## config.mk

```make
export PLATFORM = sky130hd
export DESIGN_NAME = eari_regs
export DESIGN_NICKNAME = d
export VERILOG_FILES = /design/src/rtl/eari_regs.v /design/src/rtl/eari_fifo.v
export VERILOG_INCLUDE_DIRS = /design/src /design/src/rtl
export SDC_FILE = /design/constraint.sdc
export NUM_CORES = 2
export LEC_CHECK = 0
export BUFFER_PORTS_ARGS = -buffer_cell sky130_fd_sc_hd__buf_2
export CORE_MARGIN = 2
export CORE_UTILIZATION = 40
export DETAILED_ROUTE_END_ITERATION = 8
export GPL_TIMING_DRIVEN = 0
export MAX_ROUTING_LAYER = met4
export SLEW_MARGIN = 20
export SYNTH_ARGS = -nofsm -noshare
export SYNTH_HDL_FRONTEND = slang
export SYNTH_HIERARCHICAL = 1
export SYNTH_MEMORY_MAX_BITS = 65536
export SYNTH_SLANG_ARGS = --single-unit
```

## constraint.sdc

```tcl
create_clock -name sys_clk -period 3.9 [get_ports sys_clk]
set_clock_uncertainty 0.05 [all_clocks]
set_input_delay 0.195 -clock sys_clk [delete_from_list [all_inputs] [get_ports sys_clk]]
set_output_delay 0.195 -clock sys_clk [all_outputs]
set_load 0.01 [all_outputs]
```

## src/rtl/eari_defines.vh

```
/*
  Constants of the eSPI agent register interface: local bus offsets,
  field positions, reset values and the host-visible status layout.
  Assumes inclusion by bare name from the design files.
*/
`ifndef EARI_DEFINES_VH
`define EARI_DEFINES_VH

`define EARI_ADDR_W 5
`define EARI_OFS_STATUS 5'h00
`define EARI_OFS_CONTROL 5'h04
`define EARI_OFS_PC_RX 5'h08
`define EARI_OFS_PC_TX 5'h0C
`define EARI_OFS_NP_RX 5'h10
`define EARI_OFS_NP_TX 5'h14
`define EARI_OFS_ERROR 5'h18

`define EARI_STAT_PC_RX_READY 0
`define EARI_STAT_NP_RX_READY 1
`define EARI_STAT_HOST_LSB 16

`define EARI_CTRL_PC_TX_LOADED 0
`define EARI_CTRL_NP_TX_LOADED 1

`define EARI_ERR_W 8
`define EARI_ERR_BAD_OPCODE 0
`define EARI_ERR_BAD_CYCLE 1
`define EARI_ERR_CMD_CRC 2
`define EARI_ERR_CS_DROP 3
`define EARI_ERR_PUT_NO_FREE 4
`define EARI_ERR_GET_NO_AVAIL 5
`define EARI_ERR_PC_MALFORMED 6
`define EARI_ERR_VW_MALFORMED 7
`define EARI_ERR_FROM_LINK 8'hCF
`define EARI_ERR_RESET 8'h00

`define EARI_HSTAT_W 16
`define EARI_HSTAT_PC_SPACE 0
`define EARI_HSTAT_NP_SPACE 1
`define EARI_HSTAT_PC_PENDING 4
`define EARI_HSTAT_NP_PENDING 5
`define EARI_HSTAT_VW_PENDING 6
`define EARI_HSTAT_TIE_ONE 16'h030C
`define EARI_HSTAT_RESET 16'h0000

`define EARI_FIFO_DEPTH 128
`define EARI_FIFO_AW 7
`define EARI_SKID_DEPTH 2
`define EARI_SKID_AW 1

`endif

```

## src/rtl/eari_regs.v

```verilog
/*
  Register layer of an eSPI agent: local memory-mapped status, control,
  error and FIFO windows, plus the host-visible status word.
  Assumes the serial framing engine runs on the link clock and presents
  put/get bytes, error events and virtual-wire state on the link pins,
  stable around each rising edge of link_clk. All link pins, the link
  clock and the eSPI reset are sampled by sys_clk through two flip-flops.
*/
`timescale 1ns/100ps
`include "eari_defines.vh"

//
// Behaviour
// - Status 0x0 read, control 0x4, errors 0x18
// - Byte FIFO windows at 0x8,0xC,0x10,0x14
// - Host puts fill posted/non-posted receive FIFOs
// - Status bit0: posted receive FIFO not empty
// - Status bit1: non-posted receive FIFO not empty
// - Control bit0 marks posted packet loaded
// - Control bit1 marks non-posted packet loaded
// - Error flags sticky until written one
// - Errors 0-3: opcode, cycle, CRC, chip-select
// - Errors 4-7: put, get, malformed packets
// - Host status readable locally at 00h
// - Status field returned every transaction
// - Status updates only at chip-select deassertion or eSPI reset
// - Host status read-only, cleared by eSPI reset
// - Host bit0: posted receive FIFO empty
// - Host bit1: non-posted receive FIFO empty
// - Host bit4: posted packet waits to send
// - Host bit5: non-posted packet waits to send
// - Host bit6: virtual wire pending
// - Host bits 2,3,8,9 tied one
// - Host bits 7,12,13 tied zero
module eari_regs #(
  parameter FIFO_DEPTH = `EARI_FIFO_DEPTH,
  parameter FIFO_AW = `EARI_FIFO_AW
) (
  input wire sys_clk,
  input wire srst,
  input wire [`EARI_ADDR_W-1:0] bus_address,
  input wire bus_read,
  input wire bus_write,
  input wire [31:0] bus_writedata,
  output reg [31:0] bus_readdata,
  output reg bus_readvalid,
  input wire link_clk,
  input wire link_cs_n,
  input wire link_reset_n,
  input wire link_put_valid,
  input wire link_put_np,
  input wire [7:0] link_put_data,
  output wire link_put_ready,
  input wire link_get_req,
  input wire link_get_np,
  output reg [7:0] link_get_data,
  output reg link_get_valid,
  input wire [`EARI_ERR_W-1:0] link_err_event,
  input wire link_vw_pending,
  output wire [`EARI_HSTAT_W-1:0] link_status
);
  localparam SYNC_W = 24;

  // Two-stage sampling of everything that comes off the link
  reg [SYNC_W-1:0] sync_a;
  reg [SYNC_W-1:0] sync_b;
  reg link_clk_d;
  reg cs_n_d;
  wire [SYNC_W-1:0] link_pins;
  wire link_clk_s;
  wire cs_n_s;
  wire reset_n_s;
  wire put_valid_s;
  wire put_np_s;
  wire [7:0] put_data_s;
  wire get_req_s;
  wire get_np_s;
  wire [`EARI_ERR_W-1:0] err_s;
  wire vw_pending_s;
  wire link_edge;
  wire cs_release;

  assign link_pins = {link_clk, link_cs_n, link_reset_n, link_put_valid, link_put_np,
                      link_put_data, link_get_req, link_get_np, link_err_event, link_vw_pending};
  assign {link_clk_s, cs_n_s, reset_n_s, put_valid_s, put_np_s, put_data_s, get_req_s,
          get_np_s, err_s, vw_pending_s} = sync_b;

  // Data pins share the clock's delay, so they are sampled mid-bit
  always @(posedge sys_clk) begin
    if (srst) begin
      sync_a <= {1'b0, 1'b1, 1'b1, {(SYNC_W-3){1'b0}}};
      sync_b <= {1'b0, 1'b1, 1'b1, {(SYNC_W-3){1'b0}}};
      link_clk_d <= 1'b0;
      cs_n_d <= 1'b1;
    end else begin
      sync_a <= link_pins;
      sync_b <= sync_a;
      link_clk_d <= link_clk_s;
      cs_n_d <= cs_n_s;
    end
  end

  assign link_edge = link_clk_s & ~link_clk_d & ~cs_n_s;
  assign cs_release = cs_n_s & ~cs_n_d;

  // Bus decode
  wire rd_status;
  wire rd_pc_rx;
  wire rd_np_rx;
  wire rd_error;
  wire wr_control;
  wire wr_pc_tx;
  wire wr_np_tx;
  wire wr_error;

  assign rd_status = bus_read & (bus_address == `EARI_OFS_STATUS);
  assign rd_pc_rx = bus_read & (bus_address == `EARI_OFS_PC_RX);
  assign rd_np_rx = bus_read & (bus_address == `EARI_OFS_NP_RX);
  assign rd_error = bus_read & (bus_address == `EARI_OFS_ERROR);
  assign wr_control = bus_write & (bus_address == `EARI_OFS_CONTROL);
  assign wr_pc_tx = bus_write & (bus_address == `EARI_OFS_PC_TX);
  assign wr_np_tx = bus_write & (bus_address == `EARI_OFS_NP_TX);
  assign wr_error = bus_write & (bus_address == `EARI_OFS_ERROR);

  // Put path: two-entry buffer absorbs a stall while a FIFO is full
  wire put_take;
  wire skid_in_ready;
  wire skid_valid;
  wire [8:0] skid_data;
  wire skid_ready;
  wire pc_rx_in_ready;
  wire np_rx_in_ready;

  assign put_take = link_edge & put_valid_s;
  assign link_put_ready = skid_in_ready;
  assign skid_ready = skid_data[8] ? np_rx_in_ready : pc_rx_in_ready;

  eari_fifo #(
    .WIDTH(9),
    .DEPTH(`EARI_SKID_DEPTH),
    .AW(`EARI_SKID_AW)
  ) u_put_skid (
    .sys_clk(sys_clk),
    .srst(srst),
    .in_valid(put_take),
    .in_data({put_np_s, put_data_s}),
    .in_ready(skid_in_ready),
    .out_valid(skid_valid),
    .out_data(skid_data),
    .out_ready(skid_ready),
    .level()
  );

  wire pc_rx_valid;
  wire [7:0] pc_rx_data;
  wire [FIFO_AW:0] pc_rx_level;
  wire np_rx_valid;
  wire [7:0] np_rx_data;
  wire [FIFO_AW:0] np_rx_level;

  eari_fifo #(
    .WIDTH(8),
    .DEPTH(FIFO_DEPTH),
    .AW(FIFO_AW)
  ) u_pc_rx (
    .sys_clk(sys_clk),
    .srst(srst),
    .in_valid(skid_valid & ~skid_data[8]),
    .in_data(skid_data[7:0]),
    .in_ready(pc_rx_in_ready),
    .out_valid(pc_rx_valid),
    .out_data(pc_rx_data),
    .out_ready(rd_pc_rx),
    .level(pc_rx_level)
  );

  eari_fifo #(
    .WIDTH(8),
    .DEPTH(FIFO_DEPTH),
    .AW(FIFO_AW)
  ) u_np_rx (
    .sys_clk(sys_clk),
    .srst(srst),
    .in_valid(skid_valid & skid_data[8]),
    .in_data(skid_data[7:0]),
    .in_ready(np_rx_in_ready),
    .out_valid(np_rx_valid),
    .out_data(np_rx_data),
    .out_ready(rd_np_rx),
    .level(np_rx_level)
  );

  // Transmit path: software fills, host gets drain
  wire get_take;
  wire pc_get;
  wire np_get;
  wire pc_tx_valid;
  wire [7:0] pc_tx_data;
  wire [FIFO_AW:0] pc_tx_level;
  wire np_tx_valid;
  wire [7:0] np_tx_data;
  wire [FIFO_AW:0] np_tx_level;

  assign get_take = link_edge & get_req_s;
  assign pc_get = get_take & ~get_np_s;
  assign np_get = get_take & get_np_s;

  // Writes to a full transmit FIFO are dropped; software sizes packets
  eari_fifo #(
    .WIDTH(8),
    .DEPTH(FIFO_DEPTH),
    .AW(FIFO_AW)
  ) u_pc_tx (
    .sys_clk(sys_clk),
    .srst(srst),
    .in_valid(wr_pc_tx),
    .in_data(bus_writedata[7:0]),
    .in_ready(),
    .out_valid(pc_tx_valid),
    .out_data(pc_tx_data),
    .out_ready(pc_get),
    .level(pc_tx_level)
  );

  eari_fifo #(
    .WIDTH(8),
    .DEPTH(FIFO_DEPTH),
    .AW(FIFO_AW)
  ) u_np_tx (
    .sys_clk(sys_clk),
    .srst(srst),
    .in_valid(wr_np_tx),
    .in_data(bus_writedata[7:0]),
    .in_ready(),
    .out_valid(np_tx_valid),
    .out_data(np_tx_data),
    .out_ready(np_get),
    .level(np_tx_level)
  );

  always @(posedge sys_clk) begin
    if (srst) begin
      link_get_data <= 8'h00;
      link_get_valid <= 1'b0;
    end else begin
      link_get_valid <= (pc_get & pc_tx_valid) | (np_get & np_tx_valid);
      if (pc_get & pc_tx_valid) begin
        link_get_data <= pc_tx_data;
      end else if (np_get & np_tx_valid) begin
        link_get_data <= np_tx_data;
      end
    end
  end

  // Control: software sets, hardware clears once the packet is gone
  reg posted_tx_loaded;
  reg nonposted_tx_loaded;
  wire pc_drained;
  wire np_drained;
  wire [FIFO_AW:0] one_byte;

  assign one_byte = {{FIFO_AW{1'b0}}, 1'b1};
  assign pc_drained = pc_get & (pc_tx_level == one_byte);
  assign np_drained = np_get & (np_tx_level == one_byte);

  always @(posedge sys_clk) begin
    if (srst) begin
      posted_tx_loaded <= 1'b0;
      nonposted_tx_loaded <= 1'b0;
    end else begin
      // Set wins over a same-cycle drain
      if (wr_control & bus_writedata[`EARI_CTRL_PC_TX_LOADED]) begin
        posted_tx_loaded <= 1'b1;
      end else if (pc_drained) begin
        posted_tx_loaded <= 1'b0;
      end
      if (wr_control & bus_writedata[`EARI_CTRL_NP_TX_LOADED]) begin
        nonposted_tx_loaded <= 1'b1;
      end else if (np_drained) begin
        nonposted_tx_loaded <= 1'b0;
      end
    end
  end

  // Error flags
  reg [`EARI_ERR_W-1:0] error_flags;
  wire [`EARI_ERR_W-1:0] err_set;
  wire [`EARI_ERR_W-1:0] err_clr;
  wire [`EARI_ERR_W-1:0] next_error_flags;

  assign err_set[`EARI_ERR_BAD_OPCODE] = link_edge & err_s[`EARI_ERR_BAD_OPCODE];
  assign err_set[`EARI_ERR_BAD_CYCLE] = link_edge & err_s[`EARI_ERR_BAD_CYCLE];
  assign err_set[`EARI_ERR_CMD_CRC] = link_edge & err_s[`EARI_ERR_CMD_CRC];
  // Chip-select drop is reported when no further link edge may come
  assign err_set[`EARI_ERR_CS_DROP] = cs_release & err_s[`EARI_ERR_CS_DROP];
  assign err_set[`EARI_ERR_PUT_NO_FREE] = put_take & ~skid_in_ready;
  assign err_set[`EARI_ERR_GET_NO_AVAIL] = (pc_get & ~pc_tx_valid) | (np_get & ~np_tx_valid);
  assign err_set[`EARI_ERR_PC_MALFORMED] = link_edge & err_s[`EARI_ERR_PC_MALFORMED];
  assign err_set[`EARI_ERR_VW_MALFORMED] = link_edge & err_s[`EARI_ERR_VW_MALFORMED];
  assign err_clr = wr_error ? bus_writedata[`EARI_ERR_W-1:0] : {`EARI_ERR_W{1'b0}};
  assign next_error_flags = (error_flags & ~err_clr) | err_set;

  always @(posedge sys_clk) begin
    if (srst) begin
      error_flags <= `EARI_ERR_RESET;
    end else begin
      error_flags <= next_error_flags;
    end
  end

  // Host-visible status, latched at chip-select release
  reg [`EARI_HSTAT_W-1:0] host_visible_status;
  reg [`EARI_HSTAT_W-1:0] next_host_status;

  always @* begin
    next_host_status = `EARI_HSTAT_RESET;
    next_host_status[`EARI_HSTAT_PC_SPACE] = ~pc_rx_valid;
    next_host_status[`EARI_HSTAT_NP_SPACE] = ~np_rx_valid;
    next_host_status[`EARI_HSTAT_PC_PENDING] = posted_tx_loaded;
    next_host_status[`EARI_HSTAT_NP_PENDING] = nonposted_tx_loaded;
    next_host_status[`EARI_HSTAT_VW_PENDING] = vw_pending_s;
  end

  always @(posedge sys_clk) begin
    if (srst | ~reset_n_s) begin
      host_visible_status <= `EARI_HSTAT_RESET;
    end else if (cs_release) begin
      host_visible_status <= next_host_status;
    end
  end

  // Constant ones are ORed in outside the register; tied zeros stay 0 inside it
  assign link_status = host_visible_status | `EARI_HSTAT_TIE_ONE;

  // Read data, one cycle after the request
  reg [31:0] next_readdata;

  always @* begin
    next_readdata = 32'h00000000;
    if (rd_status) begin
      next_readdata[`EARI_STAT_PC_RX_READY] = pc_rx_valid;
      next_readdata[`EARI_STAT_NP_RX_READY] = np_rx_valid;
      next_readdata[`EARI_STAT_HOST_LSB+`EARI_HSTAT_W-1:`EARI_STAT_HOST_LSB] = link_status;
    end else if (rd_pc_rx) begin
      next_readdata[7:0] = pc_rx_valid ? pc_rx_data : 8'h00;
    end else if (rd_np_rx) begin
      next_readdata[7:0] = np_rx_valid ? np_rx_data : 8'h00;
    end else if (rd_error) begin
      next_readdata[`EARI_ERR_W-1:0] = error_flags;
    end
  end

  always @(posedge sys_clk) begin
    if (srst) begin
      bus_readdata <= 32'h00000000;
      bus_readvalid <= 1'b0;
    end else begin
      bus_readdata <= next_readdata;
      bus_readvalid <= bus_read;
    end
  end

  // Levels kept for visibility of fill depth; only emptiness is reported
  wire unused_levels;
  assign unused_levels = ^{pc_rx_level, np_rx_level};
endmodule // eari_regs

```

## src/rtl/eari_fifo.v

```verilog
/*
  Synchronous first-word-fall-through FIFO with valid/ready on both sides.
  Assumes one clock, synchronous active-high reset, DEPTH <= 2**AW.
*/
`timescale 1ns/100ps
module eari_fifo #(
  parameter WIDTH = 8,
  parameter DEPTH = 4,
  parameter AW = 2
) (
  input wire sys_clk,
  input wire srst,
  input wire in_valid,
  input wire [WIDTH-1:0] in_data,
  output wire in_ready,
  output wire out_valid,
  output wire [WIDTH-1:0] out_data,
  input wire out_ready,
  output wire [AW:0] level
);
  localparam [31:0] DEPTH_W = DEPTH;
  localparam [AW-1:0] LAST = DEPTH_W[AW-1:0] - 1'b1;
  localparam [AW:0] FULL = DEPTH_W[AW:0];

  reg [WIDTH-1:0] mem [0:DEPTH-1];
  reg [AW-1:0] wr_ptr;
  reg [AW-1:0] rd_ptr;
  reg [AW:0] count;
  wire push;
  wire pop;

  assign in_ready = (count != FULL);
  assign out_valid = (count != {(AW+1){1'b0}});
  assign out_data = mem[rd_ptr];
  assign level = count;
  assign push = in_valid & in_ready;
  assign pop = out_valid & out_ready;

  always @(posedge sys_clk) begin
    if (push) begin
      mem[wr_ptr] <= in_data;
    end
  end

  always @(posedge sys_clk) begin
    if (srst) begin
      wr_ptr <= {AW{1'b0}};
      rd_ptr <= {AW{1'b0}};
      count <= {(AW+1){1'b0}};
    end else begin
      if (push) begin
        wr_ptr <= (wr_ptr == LAST) ? {AW{1'b0}} : wr_ptr + 1'b1;
      end
      if (pop) begin
        rd_ptr <= (rd_ptr == LAST) ? {AW{1'b0}} : rd_ptr + 1'b1;
      end
      if (push & ~pop) begin
        count <= count + 1'b1;
      end else if (pop & ~push) begin
        count <= count - 1'b1;
      end
    end
  end
endmodule // eari_fifo

```

==> out/results.tsv <==
metric	value	unit
slew of the pin with the lowest slew margin	1030	ps
post-layout min period	3910	ps
number of synthesized flops with an enable pin	4114	
effective utilization at floorplan	40.2	%
sequence of cells on the critical path	buf_4 -> mux2_2 -> nor2b_1 -> and3_1 -> clkbuf_1 -> nand2_1 -> clkbuf_4 -> nor2_1	
number of DRC markers in iteration 0	9414	
initial antenna violation count	25	
cell type group with the largest total delay on the critical path	simple AND/OR/NAND/NOR gates	
reg2reg end	u_pc_rx/mem[45][0]	
cell with the biggest individual delay on the critical path	sky130_fd_sc_hd__nor2_1	
cell depth of the worst flop-to-flop path	8	
Slew Viols, Final	0	
via count	86200	
sw power	20.9	mW
critical path required time	4450	ps
Routed Antenna Nets	0	
type of the tightest min-delay check	input pin to flip-flop	
share of the yosys chip area belonging to registers	76.3	%
peak fanout along the critical path	10	
worst supply voltage drop on vdd	384	uV
CTS Buffer Depth	4	
Util after Layout	46.1	%
top library cells by usage in the layout, fill and taps aside	sky130_fd_sc_hd__edfxtp_1 (4114), sky130_fd_sc_hd__mux4_2 (768), sky130_fd_sc_hd__nor2_1 (505)	
DR WL/cell	28.6	um
xor/xnor cell area share of the yosys netlist	0.392	%
most frequent standard cell in the layout excluding fill and tap cells	sky130_fd_sc_hd__edfxtp_1	
combinational share of power	4.7	%
drt total wl	430000	um
post-DP HPWL	282000	um
peak clock frequency supported by timing	256	MHz
number of cells on the critical path	8	
first-pass iteration count of the detailed router	6	
least setup slack across all paths after layout	-11.7	ps
Port-buffer cells	70	
sequential fraction of design power	52.9	%
result of the run	complete, but fails checks	
share of synthesized cell area in and, or, nand and nor gates	3.23	%
compound-cell area share of the yosys netlist	4.48	%
reported max-cap violation count	0	
cell-internal power	77.1	mW
number of top-level pins	124	
power after layout	98.0	mW
vertical die dimension	651	um
total number of placement rows	237	
placer congestion estimate	0.957	
switch share	21.3	%
maximum number of pins on one net before global-route repair	130	
remaining max-slew budget at the tightest pin	30.8	%
share of power burned in the clock network	42.4	%
synthesized area per cell	19.6	um2
post-synthesis mux area share	13.7	%
number of instances in the synthesized netlist	8523	
final number of hold-violating endpoints	0	
Netlist cell types	67	
total overflow reported by the global router	0	
nature of the critical path startpoint	flip-flop	
Clock Latency Late Sink	970	ps
Reg2Reg Setup Slack	-10	ps
Die Outline Area	424000	um2
Final nets	9226	
Cells on Worst Hold Path	4	
sinks on the clock net	4320	
violations in the final reports	negative setup slack	
synthesized cell area	167000	um2
clock transition at the registers of the reported paths	60	ps
async set-reset flop share out of synthesis	0	%
vias in the first global route	86800	
maximum single-stage delay on the critical path	600	ps
Worst Hold Launch	bus_address[0]	
number of clock buffers inserted by TritonCTS	422	
count of state elements after synthesis	4320	
CTS Root Buffer Type	sky130_fd_sc_hd__clkbuf_16	
yosys warns	6	
Final TNS setup	-74.6	ps
critical path endpoint category	flip-flop	
crit share post-route	100	%
Core Box Area	417000	um2
Worst Path Class, Setup	flip-flop to flip-flop	
most used flip-flop cell after synthesis	sky130_fd_sc_hd__edfxtp_1	
adder-cell share of the synthesized area	0.384	%
power density over the cells	510	nW/um2
CTS tree	done	
area added between synthesis and finish	14.6	%
CP arrival	4460	ps
end of the worst hold path	bus_readdata[1]	
count of final setup violators	9	
worst hold-check slack	28.3	ps
static leakage	57.9	nW
post-CTS setup buffer count	0	
H-tree depth reported by CTS	5	
horizontal die dimension	651	um
DR DRC count	0	
CP Buf/Inv Count	3	
unrepaired setup endpoints after global routing	yes	
Overall Global Routing Usage	20.4	%
fraction of layout instances using a drive strength above 1	25.3	%
wire length of the first global-routing pass	614000	um
dominant combinational cell family by area after synthesis	multiplexers	
Via-to-Cell Ratio	5.73	
metrics by stage:
stage / std cells / setup slack, ps / area, um2
after floorplan: 8547 / 510 / 167000
after global placement: 14100 / -1590 / 175000
after detailed placement: 14100 / -888 / 176000
after CTS: 15000 / -27.6 / 191000
after global routing: 15000 / -84.1 / 192000
final: 15000 / -11.7 / 192000
Yosys cell counts, types with 18 or more instances:
cell type | number | area, um2
sky130_fd_sc_hd__xnor2_1 | 24 | 210
sky130_fd_sc_hd__nand4_1 | 21 | 131
sky130_fd_sc_hd__a221oi_1 | 64 | 561
sky130_fd_sc_hd__mux4_2 | 768 | 17300
sky130_fd_sc_hd__xor2_1 | 51 | 447
sky130_fd_sc_hd__o21ai_0 | 142 | 711
sky130_fd_sc_hd__o221ai_1 | 96 | 841
sky130_fd_sc_hd__o22ai_1 | 96 | 601
sky130_fd_sc_hd__and3_1 | 18 | 113
sky130_fd_sc_hd__buf_2 | 159 | 796
sky130_fd_sc_hd__ha_1 | 45 | 563
sky130_fd_sc_hd__clkbuf_1 | 240 | 901
sky130_fd_sc_hd__a22oi_1 | 320 | 2400
sky130_fd_sc_hd__a21oi_1 | 119 | 596
sky130_fd_sc_hd__inv_1 | 20 | 75.1
sky130_fd_sc_hd__dfxtp_1 | 206 | 4120
sky130_fd_sc_hd__nor2_1 | 708 | 2660
sky130_fd_sc_hd__nor3_1 | 48 | 240
sky130_fd_sc_hd__nor2b_1 | 97 | 607
sky130_fd_sc_hd__mux2i_1 | 264 | 2640
sky130_fd_sc_hd__mux2_2 | 266 | 3000
sky130_fd_sc_hd__edfxtp_1 | 4114 | 124000
sky130_fd_sc_hd__a22o_1 | 64 | 561
sky130_fd_sc_hd__buf_1 | 45 | 169
sky130_fd_sc_hd__nand2_1 | 125 | 469
sky130_fd_sc_hd__a221o_1 | 64 | 641
sky130_fd_sc_hd__nand3_1 | 61 | 305
sky130_fd_sc_hd__and2_1 | 28 | 175
sky130_fd_sc_hd__buf_4 | 45 | 338
sky130_fd_sc_hd__buf_6 | 28 | 315
worst register-to-register path: cells and delay by family (launching register included):
kind          cells  cell delay, ps
flops             1             300
buf+inv           3            1100
simple gates      4            1710
mux               1             410
logic make-up (layout without fill, tap and decap cells):
family,Yosys count,count (layout)
compound gates,1042,1042
xor+xnor,75,75
fa+ha+maj,49,49
buf+inv,537,1455
flops,4320,4320
mux,1298,1298
other cells,2,96
simple gates,1200,1200
state kept, by name (all words and copies together) (netlist names), 8 cells and up, named ones only:
signal / cells
u_put_skid/mem: 18
u_np_rx/level: 8
sync_b: 22
u_pc_rx/mem: 1024
u_np_rx/mem: 1024
u_np_tx/mem: 1024
u_pc_rx/level: 8
error_flags: 8
u_pc_tx/mem: 1024
sync_a: 22
u_pc_tx/level: 8
link_get_data: 8
u_np_tx/level: 8
bus_readdata: 14
repair_timing:
action,in CTS,in global routing
resized for setup,336,162
endpoints found under the hold margin,1284,0
hold buffers,45,0
endpoints found under the setup margin,1413,1066
pin swaps,1,0
area by class of cell:
| cell class | instances | area [um2] |
|---|---|---|
| Clock inverter | 264 | 2950 |
| Timing Repair Buffer | 147 | 1760 |
| Inverter | 20 | 75.1 |
| Multi-Input combinational cell | 3690 | 38500 |
| Clock buffer | 513 | 11200 |
| Fill cell | 34600 | 225000 |
| Tap cell | 5497 | 6880 |
| Antenna cell | 70 | 175 |
| Buffer | 511 | 2720 |
| Sequential cell | 4320 | 128000 |
metal layers:
metal,part of all wire (%),wire length (um),global-route usage (%),vias to the layer above
met3,6.7,28900,2.63,703
met2,49,212000,33.0,3507
met5,0,0,-,-
li1,-,-,-,36200
met1,40,173000,26.7,45800
met4,3.9,16800,7.42,0
power groups by stage:
stage          clock network [mW]  registers (mW)  logic (mW)
2_1_floorplan                   0            52.9        2.30
3_3_place_gp                    0            53.2        4.05
3_5_place_dp                    0            52.8        4.48
4_1_cts                      42.3            51.8        4.62
5_1_grt                      44.0            51.8        4.99
6_report                     41.5            51.9        4.61
how the worst max path moves through the flow:
stage	startpoint	endpoint	slack [ps]
floorplan	bus_address[2]	u_np_rx/level[7]	510
global placement	flip-flop	u_np_rx/mem[64][1]	-1590
detailed placement	bus_address[1]	u_np_tx/mem[112][2]	-890
CTS	flip-flop	u_np_rx/mem[112][6]	-30
global route	bus_address[4]	u_pc_rx/level[7]	-80
finish	flip-flop	u_pc_rx/mem[45][0]	-10
Note: power is estimated with default switching activity, not from simulation.
